`config.mk`:
```
export PLATFORM = sky130hd
export DESIGN_NAME = ubg_baud_lin
export DESIGN_NICKNAME = d
export VERILOG_FILES = /design/src/ubg_pkg.sv /design/src/ubg_baud_lin.sv
export VERILOG_INCLUDE_DIRS = /design/src
export SDC_FILE = /design/constraint.sdc
export NUM_CORES = 1
export LEC_CHECK = 0
export ABC_AREA = 1
export BUFFER_PORTS_ARGS = -buffer_cell sky130_fd_sc_hd__buf_2
export CELL_PAD_IN_SITES_DETAIL_PLACEMENT = 1
export CELL_PAD_IN_SITES_GLOBAL_PLACEMENT = 2
export CORE_MARGIN = 1.5
export CORE_UTILIZATION = 30
export CTS_BUF_LIST = sky130_fd_sc_hd__clkbuf_16
export DETAILED_ROUTE_END_ITERATION = 8
export PLACE_DENSITY_LB_ADDON = 0.12
export REMOVE_ABC_BUFFERS = 1
export SYNTH_ARGS = -nofsm -noshare
export SYNTH_HDL_FRONTEND = slang
export SYNTH_SLANG_ARGS = --single-unit
```
`constraint.sdc`:
```
create_clock -name clk -period 2 [get_ports clk]
set_input_delay 0.1 -clock clk [delete_from_list [all_inputs] [get_ports clk]]
set_output_delay 0.1 -clock clk [all_outputs]
set_load 0.03 [all_outputs]
```
`src/ubg_cfg.svh`:
```
// Register map, field positions, reset values and divider constants
`ifndef UBG_CFG_SVH
`define UBG_CFG_SVH
`define UBG_IDX_BAUD 3'h0
`define UBG_IDX_PRESC 3'h1
`define UBG_IDX_CTRL 3'h2
`define UBG_IDX_STAT 3'h3
`define UBG_BAUD_RESET 8'h00
`define UBG_PRESC_RESET 8'h00
`define UBG_CTRL_ENABLE 0
`define UBG_CTRL_SRC 1
`define UBG_CTRL_LONG 2
`define UBG_CTRL_SEND 3
`define UBG_STAT_BREAK 0
`define UBG_STAT_SENDING 1
`define UBG_BPD_CODE0 4'h1
`define UBG_BPD_CODE1 4'h3
`define UBG_BPD_CODE2 4'h4
`define UBG_BPD_CODE3 4'hD
`define UBG_SAMPLE_LAST 2'h3
`define UBG_BIT_LAST 4'hF
`define UBG_BREAK_NORMAL 4'hA
`define UBG_BREAK_SHORT 4'hB
`define UBG_BREAK_LONG 4'hC
`define UBG_FRAME_LAST 5'h1F
`define UBG_SPREAD_MAX 5'h10
`endif

```
`src/ubg_pkg.sv`:
```
// Types shared by the baud generator and LIN break logic
package ubg_pkg;
  typedef struct packed {
    logic reserved;
    logic linTxBreakEnable;
    logic linRxBreakEnable;
    logic ratePrescaleHi;
    logic ratePrescaleLo;
    logic [2:0] baudDivisorSelect;
  } ubg_baud_ctl_type;
  typedef struct packed {
    logic [2:0] prescalerDivisorSelect;
    logic [4:0] clockInsertionSelect;
  } ubg_presc_ctl_type;
  typedef enum logic [1:0] {
    TX_IDLE = 2'h0,
    TX_ARM = 2'h1,
    TX_LOW = 2'h3
  } ubg_tx_state_type;
endpackage

```
`src/ubg_baud_lin.sv`:
```
// Baud rate generator with LIN break detection and generation
//
// Contract
// - LIN receive only: detect 11 or 12-bit breaks
// - LIN transmit only: send 11 or 12-bit break
// - Both LIN bits: detect and send, same length
// - Zero character never reported, real break reported
// - First prescaler divides by 1, 3, 4, 13
// - Baud divisor is two to field power
// - Reset clears baud divisor field to zero
// - One baud clock times receive and transmit
// - Second prescaler divides by code plus one
// - Code zero bypasses prescaler and fine adjust
// - Fine adjust inserts clocks per 32 cycles
// - Rate is source over 64 times divisors
// - Source is bus or oscillator clock
`timescale 1ns/1ps
`include "ubg_cfg.svh"
module ubg_baud_lin (
  input wire logic clk, // 40 MHz bus clock
  input wire logic rst_n, // Asynchronous reset, active low
  input wire logic ce, // Clock enable, freezes all state when low
  input wire logic [2:0] avs_address, // Word index
  input wire logic avs_read, // Avalon read
  input wire logic avs_write, // Avalon write
  input wire logic [31:0] avs_writedata, // Avalon write data
  output logic [31:0] avs_readdata, // Avalon read data
  output logic avs_waitrequest, // Avalon wait, high except in the cycle after a request
  input wire logic oscillatorClock, // Oscillator clock, sampled
  input wire logic rxd, // Serial line input pin
  output logic txd, // Serial line output, idles high
  output logic sampleTick, // Pulse at sixteen times baud
  output logic bitTick, // Pulse once per bit time
  output logic breakFlag // Sticky break detected flag
);

  ubg_pkg::ubg_baud_ctl_type baudCtl;
  ubg_pkg::ubg_presc_ctl_type prescCtl;
  ubg_pkg::ubg_tx_state_type txState;
  logic moduleEnable, srcSel, longChar, sendReq, breakHit;
  logic oscS1, oscS2, oscS3, rxS1, rxS2;
  logic srcTick, preTick, stage1, stage2, sampleNext, bitNext;
  logic bypass, insertNow, restart, cfgWrite, busWr, armed;
  logic [3:0] pdCnt, pdLast, bpdCnt, txLeft;
  logic [4:0] fineAcc;
  logic [7:0] bdCnt, lowCnt, rxLimit;
  logic [1:0] sampCnt;
  logic [3:0] bitCnt;

  ////////////////////////////////////////////////////////////////////////////
  // Decoders shared by the divider and its checks

  function automatic logic [3:0] bpdOf(input logic hi, input logic lo);
    logic [3:0] d;
    d = `UBG_BPD_CODE0;
    unique case ({hi, lo})
      2'b00: d = `UBG_BPD_CODE0;
      2'b01: d = `UBG_BPD_CODE1;
      2'b10: d = `UBG_BPD_CODE2;
      2'b11: d = `UBG_BPD_CODE3;
    endcase
    return d;
  endfunction

  function automatic logic [7:0] bdOf(input logic [2:0] sel);
    return 8'h01 << sel;
  endfunction

  // Break length in bits; non-LIN transmit keeps the plain break length
  function automatic logic [3:0] breakBits(input logic lin, input logic lng);
    if (lin)
      return lng ? `UBG_BREAK_LONG : `UBG_BREAK_SHORT;
    return lng ? `UBG_BREAK_SHORT : `UBG_BREAK_NORMAL;
  endfunction

  ////////////////////////////////////////////////////////////////////////////
  // Avalon slave: one wait cycle, then the access completes

  assign busWr = ce && avs_write && !avs_waitrequest;
  assign cfgWrite = busWr && (avs_address == `UBG_IDX_BAUD || avs_address == `UBG_IDX_PRESC);

  // Waitrequest drops for exactly one cycle per request
  always_ff @(posedge clk or negedge rst_n)
    if (!rst_n)
      avs_waitrequest <= 1'b1;
    else if (ce)
      avs_waitrequest <= !((avs_read || avs_write) && avs_waitrequest);

  // Read data loaded in the wait cycle so it stands when waitrequest is low
  always_ff @(posedge clk or negedge rst_n)
    if (!rst_n)
      avs_readdata <= 32'h0000_0000;
    else if (ce && avs_read && avs_waitrequest)
    begin
      unique case (avs_address)
        `UBG_IDX_BAUD: avs_readdata <= {24'h00_0000, baudCtl};
        `UBG_IDX_PRESC: avs_readdata <= {24'h00_0000, prescCtl};
        `UBG_IDX_CTRL: avs_readdata <= {29'h0000_0000, longChar, srcSel, moduleEnable};
        `UBG_IDX_STAT: avs_readdata <= {30'h0000_0000, txState != ubg_pkg::TX_IDLE, breakFlag};
        default: avs_readdata <= 32'h0000_0000; // Unmapped reads as zero
      endcase
    end

  // Rate registers; a write restarts the divider to avoid a torn period
  always_ff @(posedge clk or negedge rst_n)
    if (!rst_n)
    begin
      baudCtl <= `UBG_BAUD_RESET;
      prescCtl <= `UBG_PRESC_RESET;
    end
    else if (busWr && avs_address == `UBG_IDX_BAUD)
      baudCtl <= {1'b0, avs_writedata[6:0]};
    else if (busWr && avs_address == `UBG_IDX_PRESC)
      prescCtl <= avs_writedata[7:0];

  // Control bits; the send request is a one-cycle strobe
  always_ff @(posedge clk or negedge rst_n)
    if (!rst_n)
    begin
      moduleEnable <= 1'b0;
      srcSel <= 1'b0;
      longChar <= 1'b0;
      sendReq <= 1'b0;
    end
    else if (ce)
    begin
      sendReq <= busWr && avs_address == `UBG_IDX_CTRL && avs_writedata[`UBG_CTRL_SEND];
      if (busWr && avs_address == `UBG_IDX_CTRL)
      begin
        moduleEnable <= avs_writedata[`UBG_CTRL_ENABLE];
        srcSel <= avs_writedata[`UBG_CTRL_SRC];
        longChar <= avs_writedata[`UBG_CTRL_LONG];
      end
    end

  // Sticky break flag, write one to clear; a new break wins over the clear
  always_ff @(posedge clk or negedge rst_n)
    if (!rst_n)
      breakFlag <= 1'b0;
    else if (ce && breakHit)
      breakFlag <= 1'b1;
    else if (busWr && avs_address == `UBG_IDX_STAT && avs_writedata[`UBG_STAT_BREAK])
      breakFlag <= 1'b0;

  ////////////////////////////////////////////////////////////////////////////
  // Pin synchronisers, two flops before any logic

  always_ff @(posedge clk or negedge rst_n)
    if (!rst_n)
    begin
      oscS1 <= 1'b0;
      oscS2 <= 1'b0;
      oscS3 <= 1'b0;
      rxS1 <= 1'b1;
      rxS2 <= 1'b1;
    end
    else if (ce)
    begin
      oscS1 <= oscillatorClock;
      oscS2 <= oscS1;
      oscS3 <= oscS2;
      rxS1 <= rxd;
      rxS2 <= rxS1;
    end

  ////////////////////////////////////////////////////////////////////////////
  // Divider chain: source, second prescaler with fine adjust, RATE_REGISTER_PRESCALE, BD

  // Oscillator source is limited to below half the bus clock by sampling
  assign srcTick = ce && moduleEnable && (srcSel ? (oscS2 && !oscS3) : 1'b1);
  assign restart = !moduleEnable || cfgWrite;
  assign bypass = prescCtl.prescalerDivisorSelect == 3'h0;
  assign pdLast = {1'b0, prescCtl.prescalerDivisorSelect} + {3'h0, insertNow};
  assign preTick = bypass ? srcTick : (srcTick && pdCnt == pdLast);
  assign stage1 = preTick
      && bpdCnt == bpdOf(baudCtl.ratePrescaleHi, baudCtl.ratePrescaleLo) - 4'h1;
  assign stage2 = stage1 && bdCnt == bdOf(baudCtl.baudDivisorSelect) - 8'h01;
  assign sampleNext = stage2 && sampCnt == `UBG_SAMPLE_LAST;
  assign bitNext = sampleNext && bitCnt == `UBG_BIT_LAST;

  // Second prescaler counter, one extra source clock when inserting
  always_ff @(posedge clk or negedge rst_n)
    if (!rst_n)
      pdCnt <= 4'h0;
    else if (ce && restart)
      pdCnt <= 4'h0;
    else if (srcTick)
      pdCnt <= (preTick || bypass) ? 4'h0 : pdCnt + 4'h1;

  // Accumulator carry spreads the inserted clocks evenly over 32 periods
  always_ff @(posedge clk or negedge rst_n)
    if (!rst_n)
      {insertNow, fineAcc} <= 6'h00;
    else if (ce && restart)
      {insertNow, fineAcc} <= 6'h00;
    else if (preTick && !bypass)
      {insertNow, fineAcc} <= {1'b0, fineAcc} + {1'b0, prescCtl.clockInsertionSelect};

  // First prescaler and power-of-two divisor counters
  always_ff @(posedge clk or negedge rst_n)
    if (!rst_n)
    begin
      bpdCnt <= 4'h0;
      bdCnt <= 8'h00;
    end
    else if (ce && restart)
    begin
      bpdCnt <= 4'h0;
      bdCnt <= 8'h00;
    end
    else if (preTick)
    begin
      bpdCnt <= stage1 ? 4'h0 : bpdCnt + 4'h1;
      if (stage1)
        bdCnt <= stage2 ? 8'h00 : bdCnt + 8'h01;
    end

  // Divide by 64 overall: four to the sample rate, sixteen to the bit rate
  always_ff @(posedge clk or negedge rst_n)
    if (!rst_n)
    begin
      sampCnt <= 2'h0;
      bitCnt <= 4'h0;
      sampleTick <= 1'b0;
      bitTick <= 1'b0;
    end
    else if (ce)
    begin
      sampleTick <= sampleNext;
      bitTick <= bitNext;
      if (restart)
      begin
        sampCnt <= 2'h0;
        bitCnt <= 4'h0;
      end
      else if (stage2)
      begin
        sampCnt <= sampCnt + 2'h1;
        if (sampleNext)
          bitCnt <= bitCnt + 4'h1;
      end
    end

  ////////////////////////////////////////////////////////////////////////////
  // LIN break detector, counts low samples at sixteen per bit

  // A zero character is at most ten and a bit low, so it never reaches 11 bits
  assign rxLimit = {breakBits(1'b1, longChar), 4'h0};
  always_ff @(posedge clk or negedge rst_n)
    if (!rst_n)
    begin
      lowCnt <= 8'h00;
      armed <= 1'b1;
      breakHit <= 1'b0;
    end
    else if (ce)
    begin
      breakHit <= 1'b0;
      if (!baudCtl.linRxBreakEnable || restart)
      begin
        lowCnt <= 8'h00;
        armed <= 1'b1;
      end
      else if (sampleNext)
      begin
        if (rxS2)
        begin
          lowCnt <= 8'h00; // Ones must return before the next break
          armed <= 1'b1;
        end
        else if (armed && lowCnt == rxLimit - 8'h01)
        begin
          breakHit <= 1'b1;
          armed <= 1'b0;
          lowCnt <= 8'h00;
        end
        else if (armed)
          lowCnt <= lowCnt + 8'h01;
      end
    end

  ////////////////////////////////////////////////////////////////////////////
  // Break generator, aligned to bit ticks; requests while busy are dropped

  always_ff @(posedge clk or negedge rst_n)
    if (!rst_n)
    begin
      txState <= ubg_pkg::TX_IDLE;
      txLeft <= 4'h0;
      txd <= 1'b1;
    end
    else if (ce)
    begin
      if (!moduleEnable)
      begin
        txState <= ubg_pkg::TX_IDLE;
        txd <= 1'b1;
      end
      else
      begin
        unique case (txState)
          ubg_pkg::TX_IDLE:
            if (sendReq)
              txState <= ubg_pkg::TX_ARM;
          ubg_pkg::TX_ARM:
            if (bitNext)
            begin
              txd <= 1'b0;
              txLeft <= breakBits(baudCtl.linTxBreakEnable, longChar) - 4'h1;
              txState <= ubg_pkg::TX_LOW;
            end
          ubg_pkg::TX_LOW:
            if (bitNext)
            begin
              if (txLeft == 4'h0)
              begin
                txd <= 1'b1;
                txState <= ubg_pkg::TX_IDLE;
              end
              else
                txLeft <= txLeft - 4'h1;
            end
          default:
            txState <= ubg_pkg::TX_IDLE;
        endcase
      end
    end

  ////////////////////////////////////////////////////////////////////////////
  // Checks and the helper counters they read

  logic [3:0] srcSince, preSince, txLowBits;
  logic [7:0] s1Since;
  logic [4:0] frameCnt;
  logic [5:0] insCnt;
  logic frameSeen;
  always_ff @(posedge clk or negedge rst_n)
    if (!rst_n)
    begin
      srcSince <= 4'h0;
      preSince <= 4'h0;
      s1Since <= 8'h00;
      frameCnt <= 5'h00;
      insCnt <= 6'h00;
      frameSeen <= 1'b0;
    end
    else if (ce && restart)
    begin
      srcSince <= 4'h0;
      preSince <= 4'h0;
      s1Since <= 8'h00;
      frameCnt <= 5'h00;
      insCnt <= 6'h00;
      frameSeen <= 1'b0;
    end
    else if (srcTick)
    begin
      srcSince <= preTick ? 4'h0 : srcSince + 4'h1;
      if (preTick)
      begin
        preSince <= stage1 ? 4'h0 : preSince + 4'h1;
        frameCnt <= frameCnt + 5'h01;
        insCnt <= (frameCnt == `UBG_FRAME_LAST) ? 6'h00 : insCnt + {5'h00, insertNow};
        if (frameCnt == `UBG_FRAME_LAST)
          frameSeen <= 1'b1;
      end
      if (stage1)
        s1Since <= stage2 ? 8'h00 : s1Since + 8'h01;
    end

  always_ff @(posedge clk or negedge rst_n)
    if (!rst_n)
      txLowBits <= 4'h0;
    else if (ce && txState == ubg_pkg::TX_ARM)
      txLowBits <= 4'h0;
    else if (ce && !txd && bitNext)
      txLowBits <= txLowBits + 4'h1;
endmodule // ubg_baud_lin

```
==> impl_metrics.json <==
{
  "design_area_mm2": 0.00592,
  "path_clk_slew_ns": 0.06,
  "multiInputGateArea_mm2": 0.00252,
  "peakVddDrop_v": 0.000436,
  "clockBufferDepth": 2,
  "leakage_nw": 2.88,
  "timing.final.ws_setup_ns": -0.149,
  "cts_sinks": 81,
  "cts_tree": "built",
  "synth_area_mm2": 0.00466,
  "clockRootBuffer": "clkbuf_16",
  "min_period_ns": 2.15,
  "skew_ns": 0.00386,
  "grt_antenna_before_repair": 0,
  "slowest_delay_ns": 0.41,
  "ys_warn_count": 0,
  "syn2layout_area_growth_pct": 27.2,
  "syn_inst": 574,
  "cp-end-kind": "register",
  "utilization_pct": 39.0,
  "clock.fmax_mhz": 465,
  "crit_fanout": 5,
  "outcome": "finished with violations",
  "ant_nets": 0,
  "finalSetupViolCount": 33,
  "finalCritPeriodShare_pct": 107,
  "max_slew_margin_pct": 41.4,
  "detailedRoute.firstPassIterationCount": 4,
  "crit_arrival_ns": 2.38,
  "min_delay_path_depth": 3,
  "io_pins": 79,
  "grt_max_degree": 41,
  "cp_top_family": "simple AND/OR/NAND/NOR gates",
  "ys_seq_elements": 81,
  "first_global_vias": 4220,
  "regToRegEndpoint": "txLeft[3]$_DFFE_PN0P_",
  "grt_pass1_wl_um": 21800,
  "dr_total_vias": 3984,
  "critical_path_required_ns": 2.23,
  "whs_endpoint": "baudCtl[5]$_DFFE_PN0P_",
  "track_usage_pct": 16.9,
  "regArea_mm2": 0.00203,
  "grt_remaining_overflow": 0,
  "hold_viol_final": 0,
  "dp_hpwl_um": 9440,
  "first_iter_violations": 104,
  "place_area_mm2": 0.00519,
  "cts_inserted_buffers": 9,
  "drv_slew": 0,
  "rows": 45,
  "drive_above_1_share_pct": 26.7,
  "critical_path_class": "reg -> reg",
  "viasPerCell": 4.70,
  "ys_seq_area_share_pct": 43.7,
  "min_from": "avs_writedata[5]",
  "rsz0062_at_grt": "yes",
  "initial_core_util_pct": 30.6,
  "cts_max_level": 3,
  "worstMarginPinSlew_ns": 0.876,
  "worstPathCellList": "ha_4, ha_4, inv_2, nand2_1, nand2_1, nor2_2, nand3_2, nand2_2, nand3_4, nor3_4, buf_6, nand3_4, nor2_4, a21oi_2",
  "syn_avg_cell_area_um2": 8.11,
  "design_power_total_mw": 5.03,
  "maxCapViolCount": 0,
  "n_fill_cell": 1806,
  "fin_nets": 715,
  "routed_wl_um": 12600,
  "power_density_mw_per_mm2": 850,
  "violations": "negative setup slack",
  "regToRegSetupSlack_ns": -0.15,
  "fp.coreArea_mm2": 0.0152,
  "diodes": 0,
  "reg2reg_depth": 14,
  "drcViolationCount": 0,
  "post_drt_wl_per_cell_um": 14.9,
  "reg2reg_from": "insertNow$_DFFE_PN0P_",
  "critPathBufInv": 2,
  "synth_cell_types": 41,
  "start_kind": "register",
  "die_y_um": 128,
  "die_area_mm2": 0.0163,
  "io_buffers": 30,
  "slowest_stage": "dfrtp_1",
  "dieWidth_um": 128,
  "hold_class": "in -> reg",
  "insertion_delay_ns": 0.34,
  "gp_congestion": 0.786
}
-- flip-flops by register name, indices dropped and copies added (netlist names), 2 cells and up --
name / cells
prescCtl: 8
baudCtl: 7
avs_readdata: 8
bitCnt: 4
fineAcc: 5
bpdCnt: 4
pdCnt: 4
txState: 2
lowCnt: 8
bdCnt: 8
txLeft: 4
sampCnt: 2
-- cells in the final DEF, fill, tap and decap left out, types with 3 or more instances in the layout --
master,synthesis,final
buf_6,1,12
nor2_2,2,4
nor2_4,1,6
nand2_2,4,17
ha_1,17,15
o31ai_1,4,3
o21ai_1,4,11
a21oi_2,0,3
nand3_4,1,5
clkbuf_16,0,9
nor2_1,37,30
inv_1,68,65
dlygate4sd3_1,0,6
conb_1,1,24
nand3_2,2,4
nand2_4,2,7
o21ai_2,8,14
o21ai_0,44,31
nor3_1,13,13
dfrtp_1,76,76
clkinv_2,0,3
o22ai_1,10,8
buf_2,3,29
or2_2,3,3
dfstp_2,5,5
xor2_1,14,14
a21oi_1,15,11
inv_2,4,7
nand4_1,11,11
buf_4,24,31
nand3_1,32,26
xnor2_1,9,8
nand2_1,141,122
-- tightest hold or removal path, delay by kind of cell --
kind                   cells  cell delay (ns)
buffers and inverters      1             0.09
AND/OR/NAND/NOR            1             0.05
AO/OA/AOI/OAI              1             0.08
-- synth_stat cells (all sizes together) --
cell / n / area (µm²)
xnor2: 9 / 78.8
dfrtp: 76 / 1900
o2111ai: 1 / 8.76
or2: 3 / 18.8
o31ai: 4 / 30.0
a22o: 1 / 8.76
nor3: 16 / 101
buf: 28 / 206
dfstp: 5 / 131
a221oi: 2 / 17.5
nand3: 35 / 198
ha: 17 / 213
nor2: 41 / 183
conb: 1 / 3.75
inv: 72 / 270
a31oi: 1 / 6.26
a21oi: 15 / 75.1
nand2: 147 / 577
fa: 1 / 20.0
a32o: 1 / 10.0
nand4: 11 / 68.8
xor2: 14 / 123
nor4: 1 / 6.26
clkbuf: 5 / 18.8
nand3b: 1 / 7.51
o21ai: 56 / 310
o22ai: 10 / 62.6
-- stage by stage --
step           cells  worst slack [ns]  TNS [ns]  hold WS (ns)
5_1_grt          848            -0.293     -8.23        0.0247
3_5_place_dp     819            -0.277     -5.35         0.153
2_1_floorplan    564            -0.127     -1.50        -0.196
4_1_cts          846            -0.180     -4.01       0.00599
3_3_place_gp     819            -0.206     -4.19         0.145
6_report         848            -0.149     -2.68        0.0156
-- how the worst max path moves through the flow --
stage,startpoint,cells after the start,to,slack [ns]
CTS,insertNow$_DFFE_PN0P_,16,bitCnt[3]$_DFFE_PN0P_,-0.18
finish,insertNow$_DFFE_PN0P_,14,txLeft[3]$_DFFE_PN0P_,-0.15
global placement,prescCtl[5]$_DFFE_PN0P_,15,lowCnt[0]$_DFFE_PN0P_,-0.21
floorplan,prescCtl[5]$_DFFE_PN0P_,15,lowCnt[0]$_DFFE_PN0P_,-0.13
detailed placement,prescCtl[5]$_DFFE_PN0P_,15,txLeft[2]$_DFFE_PN0P_,-0.28
global route,prescCtl[5]$_DFFE_PN0P_,14,txLeft[3]$_DFFE_PN0P_,-0.29
-- what timing repair did --
| item | 4_1_cts | 5_1_grt |
|---|---|---|
| gates cloned | 1 | 0 |
| endpoints found under the setup margin | 37 | 43 |
| hold buffers | 6 | 0 |
| buffers inserted | 5 | 3 |
| pin swaps | 11 | 20 |
| gates resized for setup | 29 | 70 |
| endpoints found under the hold margin | 44 | 0 |
-- metal layers --
layer	wire, µm	share of wire [%]	global-route usage (%)	up-vias
met3	272	2.2	2.26	13
met5	0	0	0	-
met1	6420	51	23.8	1937
met4	172	1.4	5.55	0
li1	-	-	-	1982
met2	5770	46	27.0	52
-- final cells by class --
class	instances	share of cell area [%]
clock inverter	7	0.655
timing repair buffer	79	10.0
tap	188	3.97
clock buffer	9	3.80
inverter	72	4.61
sequential	81	34.3
multi-input combinational	412	42.6
-- logic make-up (layout without fill, tap and decap cells) --
family	after synthesis	after routing	share of synthesized area, %
XOR/XNOR	23	23	4.33
AO/OA/AOI/OAI	91	91	11.4
other	1	24	0.0805
buffers and inverters	105	167	10.6
flip-flops	81	81	43.7
AND/OR/NAND/NOR	255	256	24.9
adder cells (fa/ha/maj)	18	18	5.00
-- power breakdown --
part	leakage, nW	total [mW]	internal [mW]	switching (mW)
registers	1.06	2.05	1.84	0.203
logic	1.69	1.44	0.537	0.907
clock network	0.134	1.54	0.829	0.713
total	2.88	5.03	3.21	1.82
(Power assumes the default switching activity.)
